--- src/ppdu_defs.svh ---
// register offsets, field positions, reset values and counts for the datapath unit
`ifndef PPDU_DEFS_SVH
`define PPDU_DEFS_SVH
`define PPDU_OFS_BLOCK_CTRL 8'h00
`define PPDU_OFS_DP_CTRL 8'h04
`define PPDU_OFS_DP_SEL 8'h08
`define PPDU_OFS_DP_DATA 8'h0C
`define PPDU_OFS_STATUS 8'h10
`define PPDU_WMASK_BLOCK_CTRL 32'h820000FF
`define PPDU_WMASK_DP_CTRL 32'h00000F07
`define PPDU_WMASK_DP_SEL 32'h330F0F0F
`define PPDU_WMASK_DP_DATA 32'h000000FF
`define PPDU_RST_REG 32'h00000000
`define PPDU_BIT_ENABLE 31
`define PPDU_BIT_PIPELINE 25
`define PPDU_BYPASS_ALL 8'hFF
`define PPDU_RST_CYCLES 2'h3
`define PPDU_MAJ_A 8'h03
`define PPDU_MAJ_B 8'h05
`define PPDU_MAJ_C 8'h06
`define PPDU_MAJ_D 8'h07
`define PPDU_SEL_LUT_BASE 4'h3
`define PPDU_SEL_LUT_LAST 4'hA
`define PPDU_RESP_OKAY 2'h0
`define PPDU_RESP_SLVERR 2'h2
`endif

--- src/ppdu_pkg.sv ---
// types for the datapath unit
`default_nettype none
package ppdu_pkg;
   typedef enum logic [3:0] {
      PPDU_OP_UP = 4'h1, PPDU_OP_DOWN = 4'h2, PPDU_OP_UP_WRAP = 4'h3,
      PPDU_OP_DOWN_WRAP = 4'h4, PPDU_OP_UPDOWN = 4'h5, PPDU_OP_UPDOWN_WRAP = 4'h6,
      PPDU_OP_ROTATE = 4'h7, PPDU_OP_SHIFT = 4'h8, PPDU_OP_ANDOR = 4'h9,
      PPDU_OP_MAJ_SHIFT = 4'hA, PPDU_OP_CMP_SHIFT = 4'hB
   } ppdu_op_t;
   typedef struct packed {
      logic [1:0] pad3;
      logic [1:0] ref_sel;
      logic [1:0] pad2;
      logic [1:0] init_sel;
      logic [3:0] pad1;
      logic [3:0] step2_sel;
      logic [3:0] pad0;
      logic [3:0] step1_sel;
      logic [3:0] pad00;
      logic [3:0] reload_sel;
   } ppdu_sel_t;
   typedef struct packed {
      logic [19:0] pad1;
      logic [3:0] opcode;
      logic [4:0] pad0;
      logic [2:0] width;
   } ppdu_dpctl_t;
endpackage : ppdu_pkg
`default_nettype wire

--- src/ppdu_top.sv ---
// pin path datapath unit with block controls and axi4-lite register slave
// Functional notes
// - operand mask has low width+1 bits set; applied to state, loads, results, compares except the majority decode, which uses raw state
// - reload trigger loads masked initial value, beats other triggers; idle state holds
// - count-up steps by one until equal to reference, then holds; output at equality
// - count-up-wrap reloads initial value when stepping at reference
// - count-down steps down until masked state zero, then holds; output at zero
// - count-down-wrap reloads initial value when stepping at zero
// - up-down: first step increments to reference, second decrements to zero
// - up-down-wrap reloads initial value when stepping at a reached limit
// - rotate: output is bit 0; step rotates right within configured width
// - shift: output is bit 0; step shifts right, second trigger enters top
// - majority-shift shifts; output high when state is 3, 5, 6 or 7
// - compare-shift shifts; output high when masked state equals masked reference
// - and-or output is OR-reduction of state ANDed with masked reference; only reload changes state
// - per-pin passthrough bits 7:0 route pin straight between pad and matrix
// - pipeline enable bit 25 registers lookup and datapath outputs
// - block enable bit 31 low bypasses all pins and holds block in reset
// - block reset stays active three cycles after enable is set
// - datapath width is width field plus one
// - opcode values 1 to 11 select the eleven operations
// - trigger selectors: 0 low, 1 high, 2 own output, 3-10 lookup outputs
// - initial-value selector: 0 zero, 1 chip side, 2 pad side, 3 data register
//
// Implementation choices: the address map and the AXI4-Lite interface to the registers.
`timescale 1ns/10ps
`default_nettype none
`include "ppdu_defs.svh"
module ppdu_top #(
   parameter int ADDR_W = 8
) (
   // clock and reset
   input wire logic aclk,
   input wire logic aresetn,
   // axi4-lite slave
   input wire logic [ADDR_W-1:0] s_axi_awaddr,
   input wire logic s_axi_awvalid,
   output logic s_axi_awready,
   input wire logic [31:0] s_axi_wdata,
   input wire logic [3:0] s_axi_wstrb,
   input wire logic s_axi_wvalid,
   output logic s_axi_wready,
   output logic [1:0] s_axi_bresp,
   output logic s_axi_bvalid,
   input wire logic s_axi_bready,
   input wire logic [ADDR_W-1:0] s_axi_araddr,
   input wire logic s_axi_arvalid,
   output logic s_axi_arready,
   output logic [31:0] s_axi_rdata,
   output logic [1:0] s_axi_rresp,
   output logic s_axi_rvalid,
   input wire logic s_axi_rready,
   // pins and routing matrix
   input wire logic [7:0] pad_in,
   input wire logic [7:0] chip_in,
   input wire logic [7:0] lut_out_in,
   output logic [7:0] pad_out,
   output logic [7:0] chip_out,
   output logic datapath_trigger_out
);
   // register file
   logic [31:0] block_control_reg, dp_ctrl_reg, dp_sel_reg, dp_data_reg;
   logic aw_full_reg, w_full_reg;
   logic [ADDR_W-1:0] waddr_reg;
   logic [31:0] wdata_reg;
   logic [3:0] wstrb_reg;
   logic [7:0] state_reg, state_next;
   logic trig_reg, trig_comb;
   logic [7:0] lut_reg;
   logic [1:0] rst_cnt_reg;

   wire logic [31:0] strb_mask = {{8{wstrb_reg[3]}}, {8{wstrb_reg[2]}},
                                  {8{wstrb_reg[1]}}, {8{wstrb_reg[0]}}};
   wire logic do_write = aw_full_reg && w_full_reg && !s_axi_bvalid;
   wire logic [7:0] wa8 = 8'(waddr_reg) & 8'hFC;
   wire logic [7:0] ra8 = 8'(s_axi_araddr) & 8'hFC;
   wire logic wr_bc = do_write && wa8 == `PPDU_OFS_BLOCK_CTRL;
   wire logic wr_dc = do_write && wa8 == `PPDU_OFS_DP_CTRL;
   wire logic wr_ds = do_write && wa8 == `PPDU_OFS_DP_SEL;
   wire logic wr_dd = do_write && wa8 == `PPDU_OFS_DP_DATA;
   wire logic wr_hit = wr_bc || wr_dc || wr_ds || wr_dd;
   wire logic ar_take = s_axi_arvalid && s_axi_arready;

   // controls
   wire logic enable = block_control_reg[`PPDU_BIT_ENABLE];
   wire logic pipe_en = block_control_reg[`PPDU_BIT_PIPELINE];
   wire logic [7:0] bypass = enable ? block_control_reg[7:0] : `PPDU_BYPASS_ALL;
   wire logic blk_rst = !enable || rst_cnt_reg != `PPDU_RST_CYCLES;
   wire ppdu_pkg::ppdu_dpctl_t dpc = ppdu_pkg::ppdu_dpctl_t'(dp_ctrl_reg);
   wire ppdu_pkg::ppdu_sel_t dps = ppdu_pkg::ppdu_sel_t'(dp_sel_reg);
   wire logic [2:0] width = dpc.width;
   wire logic [7:0] mask = 8'hFF >> (3'h7 - width);
   wire logic [7:0] top_bit = 8'h01 << width;

   // pipeline stage on lookup and datapath outputs
   wire logic trig_eff = pipe_en ? trig_reg : trig_comb;
   wire logic [7:0] lut_eff = pipe_en ? lut_reg : lut_out_in;

   function automatic logic pick_trig(input logic [3:0] sel, input logic fb,
                                      input logic [7:0] luts);
      logic r;
      r = 1'b0;
      if (sel == 4'h1)
         r = 1'b1;
      else if (sel == 4'h2)
         r = fb;
      else if (sel >= `PPDU_SEL_LUT_BASE && sel <= `PPDU_SEL_LUT_LAST)
         r = luts[3'(sel - `PPDU_SEL_LUT_BASE)];
      return r;
   endfunction : pick_trig

   function automatic logic [7:0] pick_data(input logic [1:0] sel, input logic [7:0] chip,
                                            input logic [7:0] pad, input logic [7:0] sw);
      return (sel == 2'h1) ? chip : (sel == 2'h2) ? pad : (sel == 2'h3) ? sw : 8'h00;
   endfunction : pick_data

   wire logic tr0 = pick_trig(dps.reload_sel, trig_eff, lut_eff);
   wire logic tr1 = pick_trig(dps.step1_sel, trig_eff, lut_eff);
   wire logic tr2 = pick_trig(dps.step2_sel, trig_eff, lut_eff);
   wire logic [7:0] init_m = pick_data(dps.init_sel, chip_in, pad_in, dp_data_reg[7:0]) & mask;
   wire logic [7:0] ref_m = pick_data(dps.ref_sel, chip_in, pad_in, dp_data_reg[7:0]) & mask;

   // shared datapath terms
   wire logic eq_ref = (state_reg & mask) == ref_m;
   wire logic eq_0 = (state_reg & mask) == 8'h00;
   wire logic [7:0] incr = 8'(state_reg + 8'h01) & mask;
   wire logic [7:0] decr = 8'(state_reg - 8'h01) & mask;
   wire logic [7:0] shr = {1'b0, state_reg[7:1]} & mask;
   wire logic [7:0] rot_v = (shr & ~top_bit) | (state_reg[0] ? top_bit : 8'h00);
   wire logic [7:0] shift_v = (shr & ~top_bit) | (tr2 ? top_bit : 8'h00);
   wire logic maj = state_reg == `PPDU_MAJ_A || state_reg == `PPDU_MAJ_B ||
                    state_reg == `PPDU_MAJ_C || state_reg == `PPDU_MAJ_D;

   always_comb begin
      state_next = state_reg;
      trig_comb = 1'b0;
      case (dpc.opcode)
         ppdu_pkg::PPDU_OP_UP: begin
            trig_comb = eq_ref;
            if (tr1)
               state_next = eq_ref ? state_reg : incr;
         end
         ppdu_pkg::PPDU_OP_UP_WRAP: begin
            trig_comb = eq_ref;
            if (tr1)
               state_next = eq_ref ? init_m : incr;
         end
         ppdu_pkg::PPDU_OP_DOWN: begin
            trig_comb = eq_0;
            if (tr1)
               state_next = eq_0 ? state_reg : decr;
         end
         ppdu_pkg::PPDU_OP_DOWN_WRAP: begin
            trig_comb = eq_0;
            if (tr1)
               state_next = eq_0 ? init_m : decr;
         end
         ppdu_pkg::PPDU_OP_UPDOWN: begin
            trig_comb = eq_ref || eq_0;
            if (tr1)
               state_next = eq_ref ? state_reg : incr;
            else if (tr2)
               state_next = eq_0 ? state_reg : decr;
         end
         ppdu_pkg::PPDU_OP_UPDOWN_WRAP: begin
            trig_comb = eq_ref || eq_0;
            if (tr1)
               state_next = eq_ref ? init_m : incr;
            else if (tr2)
               state_next = eq_0 ? init_m : decr;
         end
         ppdu_pkg::PPDU_OP_ROTATE: begin
            trig_comb = state_reg[0];
            if (tr1)
               state_next = rot_v;
         end
         ppdu_pkg::PPDU_OP_SHIFT: begin
            trig_comb = state_reg[0];
            if (tr1)
               state_next = shift_v;
         end
         ppdu_pkg::PPDU_OP_MAJ_SHIFT: begin
            trig_comb = maj;
            if (tr1)
               state_next = shift_v;
         end
         ppdu_pkg::PPDU_OP_CMP_SHIFT: begin
            trig_comb = eq_ref;
            if (tr1)
               state_next = shift_v;
         end
         ppdu_pkg::PPDU_OP_ANDOR: begin
            trig_comb = |(state_reg & ref_m);
         end
         default: begin
            state_next = state_reg;
         end
      endcase
      if (tr0)
         state_next = init_m;
   end

   // datapath and pipeline registers, held in reset by the block control
   always_ff @(posedge aclk) begin
      if (!aresetn || blk_rst) begin
         state_reg <= 8'h00;
         trig_reg <= 1'b0;
         lut_reg <= 8'h00;
      end else begin
         state_reg <= state_next;
         trig_reg <= trig_comb;
         lut_reg <= lut_out_in;
      end
   end

   // delayed release of the block reset
   always_ff @(posedge aclk) begin
      if (!aresetn || !enable)
         rst_cnt_reg <= 2'h0;
      else if (rst_cnt_reg != `PPDU_RST_CYCLES)
         rst_cnt_reg <= rst_cnt_reg + 2'h1;
   end

   // registered pin and trigger outputs
   always_ff @(posedge aclk) begin
      if (!aresetn) begin
         pad_out <= 8'h00;
         chip_out <= 8'h00;
         datapath_trigger_out <= 1'b0;
      end else begin
         for (int i = 0; i < 8; i++) begin
            pad_out[i] <= bypass[i] ? chip_in[i] : lut_eff[i];
            chip_out[i] <= bypass[i] ? pad_in[i] : lut_eff[i];
         end
         datapath_trigger_out <= trig_eff;
      end
   end

   // write channels
   always_ff @(posedge aclk) begin
      if (!aresetn) begin
         s_axi_awready <= 1'b1;
         s_axi_wready <= 1'b1;
         aw_full_reg <= 1'b0;
         w_full_reg <= 1'b0;
         waddr_reg <= '0;
         wdata_reg <= 32'h00000000;
         wstrb_reg <= 4'h0;
         s_axi_bvalid <= 1'b0;
         s_axi_bresp <= `PPDU_RESP_OKAY;
      end else begin
         if (s_axi_awvalid && s_axi_awready) begin
            waddr_reg <= s_axi_awaddr;
            aw_full_reg <= 1'b1;
            s_axi_awready <= 1'b0;
         end
         if (s_axi_wvalid && s_axi_wready) begin
            wdata_reg <= s_axi_wdata;
            wstrb_reg <= s_axi_wstrb;
            w_full_reg <= 1'b1;
            s_axi_wready <= 1'b0;
         end
         if (do_write) begin
            aw_full_reg <= 1'b0;
            w_full_reg <= 1'b0;
            s_axi_bvalid <= 1'b1;
            s_axi_bresp <= wr_hit ? `PPDU_RESP_OKAY : `PPDU_RESP_SLVERR;
         end
         if (s_axi_bvalid && s_axi_bready) begin
            s_axi_bvalid <= 1'b0;
            s_axi_awready <= 1'b1;
            s_axi_wready <= 1'b1;
         end
      end
   end

   // register storage with byte strobes
   always_ff @(posedge aclk) begin
      if (!aresetn) begin
         block_control_reg <= `PPDU_RST_REG;
         dp_ctrl_reg <= `PPDU_RST_REG;
         dp_sel_reg <= `PPDU_RST_REG;
         dp_data_reg <= `PPDU_RST_REG;
      end else begin
         if (wr_bc)
            block_control_reg <= (block_control_reg & ~(strb_mask & `PPDU_WMASK_BLOCK_CTRL))
                                 | (wdata_reg & strb_mask & `PPDU_WMASK_BLOCK_CTRL);
         if (wr_dc)
            dp_ctrl_reg <= (dp_ctrl_reg & ~(strb_mask & `PPDU_WMASK_DP_CTRL))
                           | (wdata_reg & strb_mask & `PPDU_WMASK_DP_CTRL);
         if (wr_ds)
            dp_sel_reg <= (dp_sel_reg & ~(strb_mask & `PPDU_WMASK_DP_SEL))
                          | (wdata_reg & strb_mask & `PPDU_WMASK_DP_SEL);
         if (wr_dd)
            dp_data_reg <= (dp_data_reg & ~(strb_mask & `PPDU_WMASK_DP_DATA))
                           | (wdata_reg & strb_mask & `PPDU_WMASK_DP_DATA);
      end
   end

   // read channel
   wire logic [31:0] status_w = {22'h000000, blk_rst, trig_eff, state_reg};
   wire logic rd_hit = ra8 <= `PPDU_OFS_STATUS;
   wire logic [31:0] rd_mux = (ra8 == `PPDU_OFS_BLOCK_CTRL) ? block_control_reg :
                              (ra8 == `PPDU_OFS_DP_CTRL) ? dp_ctrl_reg :
                              (ra8 == `PPDU_OFS_DP_SEL) ? dp_sel_reg :
                              (ra8 == `PPDU_OFS_DP_DATA) ? dp_data_reg :
                              (ra8 == `PPDU_OFS_STATUS) ? status_w : 32'h00000000;

   always_ff @(posedge aclk) begin
      if (!aresetn) begin
         s_axi_arready <= 1'b1;
         s_axi_rvalid <= 1'b0;
         s_axi_rdata <= 32'h00000000;
         s_axi_rresp <= `PPDU_RESP_OKAY;
      end else if (ar_take) begin
         s_axi_arready <= 1'b0;
         s_axi_rvalid <= 1'b1;
         s_axi_rdata <= rd_mux;
         s_axi_rresp <= rd_hit ? `PPDU_RESP_OKAY : `PPDU_RESP_SLVERR;
      end else if (s_axi_rvalid && s_axi_rready) begin
         s_axi_rvalid <= 1'b0;
         s_axi_arready <= 1'b1;
      end
   end

   wire logic run = !blk_rst;
   wire logic [3:0] opc = dpc.opcode;
endmodule : ppdu_top
`default_nettype wire

--- config.mk ---
export PLATFORM = sky130hd
export DESIGN_NAME = ppdu_top
export DESIGN_NICKNAME = d
export VERILOG_FILES = /design/src/ppdu_pkg.sv /design/src/ppdu_top.sv
export VERILOG_INCLUDE_DIRS = /design/src
export SDC_FILE = /design/constraint.sdc
export NUM_CORES = 1
export LEC_CHECK = 0
export BUFFER_PORTS_ARGS = -buffer_cell sky130_fd_sc_hd__buf_2
export CORE_AREA = 5 5 133 135
export DETAILED_ROUTE_END_ITERATION = 12
export DIE_AREA = 0 0 138 140
export PLACE_DENSITY_LB_ADDON = 0.08
export SYNTH_ARGS = -nofsm -noshare
export SYNTH_HDL_FRONTEND = slang
export SYNTH_SLANG_ARGS = --single-unit
--- constraint.sdc ---
create_clock -name aclk -period 7 [get_ports aclk]
set_input_delay 0.7 -clock aclk [delete_from_list [all_inputs] [get_ports aclk]]
set_output_delay 0.7 -clock aclk [all_outputs]
set_load 0.03 [all_outputs]
==> results.md <==
- Initial Utilization: 54.2%
- Synth Instances: 1082
- Critical path required time: 7.35 ns
- Worst VDD drop: 0.188 mV
- Power Dens Cells: 189 nW/µm²
- Setup WS post-layout: 2.63 ns
- Syn_area_per_cell: 8.19 µm²
- Die ar.: 19300 µm²
- First-pass GRT wire length: 42900 µm
- Path category of the worst min-delay check: flip-flop to flip-flop
- GP Congestion: 0.970
- RSZ-0062 raised after global routing: no
- Slew Viols, Final: 0
- Chip height: 140 µm
- Final nets: 1240
- Endpoints failing setup: 0
- Area leader, netlist: dfxtp_1
- Period minus WS final: 4.37 ns
- Fmax: 229 MHz
- Finished Layout Cells: 1375
- WL per Instance: 20.0 µm
- Total Routing Usage GR: 27.5%
- Worst clock skew: 0.0108 ns
- Slew headroom: 31.0%
- Layout cells sized above 1: 17.3%
- Top cells by count, synth: dfxtp_1 (138), nand2_1 (138), nor2_1 (89), mux2i_1 (62), nor2b_1 (61)
- Die outline width: 138 µm
- Ports: 141
- Clock-pin slew on the worst setup and hold paths: 0.07 ns
- Slew @ Worst Pin: 1.03 ns
- Synthesized area: 8860 µm²
- Largest cells by area after synthesis: dfxtp_1 (31%), mux2i_1 (7.0%), nand2_1 (5.8%)
- HP Start: waddr_reg[7]
- FF+latch count, synth: 138
- Critical path class: flip-flop to flip-flop
- Final period util: 62.5%
- CTS hold repair buffers: 0
- Clk Latency, worst-skew pair: 0.43 ns
- DRC viols: 0
- Critical path fanouts, max: 25
- Final Hold Viols: 0
- WL final: 27500 µm
- H-tree Lvls: 4
- DRT Pass-1 Iters: 5
- Max cap viols: 0
- Total power: 1.88 mW
- Critical path data arrival time: 4.72 ns
- Core Rows: 47
- Top_reg_cell synth: dfxtp_1
- Setup TNS: 0 ns
- Seq/Total Area, Yosys: 31.2%
- Outcome: completed
- Max Root-Sink Buffers: 2
- Post-synth EDFFs: 0
- Routed via count: 8383
- Critical Path End Type: flip-flop
- Clock sink count: 138
- Post-CTS Resized: 0
- Post-synth top area share: 31.2%
- CTS tree: done
- Vias per inst: 6.10
- Finished Core Util: 60.9%
- Largest net degree at the start of global routing: 111
- Pre-CTS WS: 2.79 ns
- Placed cells: 1343
- Setup Buffers After CTS: 0
- Syn-to-layout area delta: 12.3%
- Leak: 3.84 nW
- Unique masters post-synth: 85
- Antenna Nets Post-Route: 0
- Number of diodes: 0
- CP startpoint kind: flip-flop
- Initial antenna violation count: 1
- Num CTS Buffers: 17
- DRT iter0 DRCs: 796
- Ys async rst share: 0%
- Grt ovf: 0
- Vias in the first global route: 7807
- Root buffer cell: clkbuf_16
- I/O Buffers: 112
- Core Footprint: 16300 µm²
- Synth warn: 0
- Dpl hpwl: 20100 µm
area by class of cell:
type | instances | area, µm²
fill | 1535 | 6400
multi-input combinational | 851 | 5670
sequential | 138 | 2760
timing repair buffer | 115 | 583
clock buffer | 18 | 439
tap | 220 | 275
clock inverter | 14 | 154
inverter | 19 | 71.3
critical path: stages, from the launching register on:
cell,delay (ns)
dfxtp_1,0.94
clkinv_1,0.57
o211a_1,0.69
nand2_1,0.17
nand3b_1,0.20
nor4_4,0.39
o211a_1,0.60
mux2_4,0.34
o211a_1,0.22
o31ai_2,0.16
final timing paths:
kind	to	slack, ns	cells past startpoint
max reg2reg	state_reg[1]	2.63	9
max	state_reg[1]	2.63	9
min	waddr_reg[7]	0.47	2
min reg2reg	waddr_reg[7]	0.47	2
layer usage:
metal / vias up / global-route usage, % / wire, µm / share of wire, %
li1: 3977 / - / - / -
met1: 3950 / 36.8 / 11900 / 43
met2: 381 / 43.6 / 12300 / 45
met3: 73 / 5.21 / 2150 / 7.8
met4: 2 / 12.2 / 1090 / 4.0
met5: - / 0 / 13 / 0.047
power by group:
part	switching (mW)	total, mW	internal [mW]
Clock	0.400	0.914	0.515
Sequential	0.0159	0.823	0.807
Combinational	0.0928	0.146	0.0535
Total	0.508	1.88	1.38
stage by stage:
step           hold WS, ns  instance area, µm²
6_report             0.466                9950
5_1_grt              0.491                9950
4_1_cts              0.470                9950
3_5_place_dp         0.461                9360
3_3_place_gp         0.456                9360
2_1_floorplan        0.443                8910
logic make-up after synthesis:
family	count (synthesis)	share of synthesized area [%]
other	1	0.0423
xor gates and xnor gates	18	1.78
buffers and inverters	105	5.45
DFF	138	31.2
muxes	92	12.1
AOI/OAI and AO/OA	273	22.6
and+or+nand+nor	439	24.5
adders and majority gates	16	2.23
layout by cell type (no fill, tap or decap), types with 22 or more instances in the layout:
| master | instances |
|---|---|
| nand3_1 | 41 |
| o21ai_0 | 37 |
| nand2_1 | 138 |
| buf_2 | 112 |
| nor2b_1 | 61 |
| nor2_1 | 89 |
| mux2i_1 | 62 |
| nor3_1 | 22 |
| a21oi_1 | 45 |
| a21boi_0 | 49 |
| a22oi_1 | 30 |
| dfxtp_1 | 138 |
No activity file was read; power rests on OpenSTA's default activity.
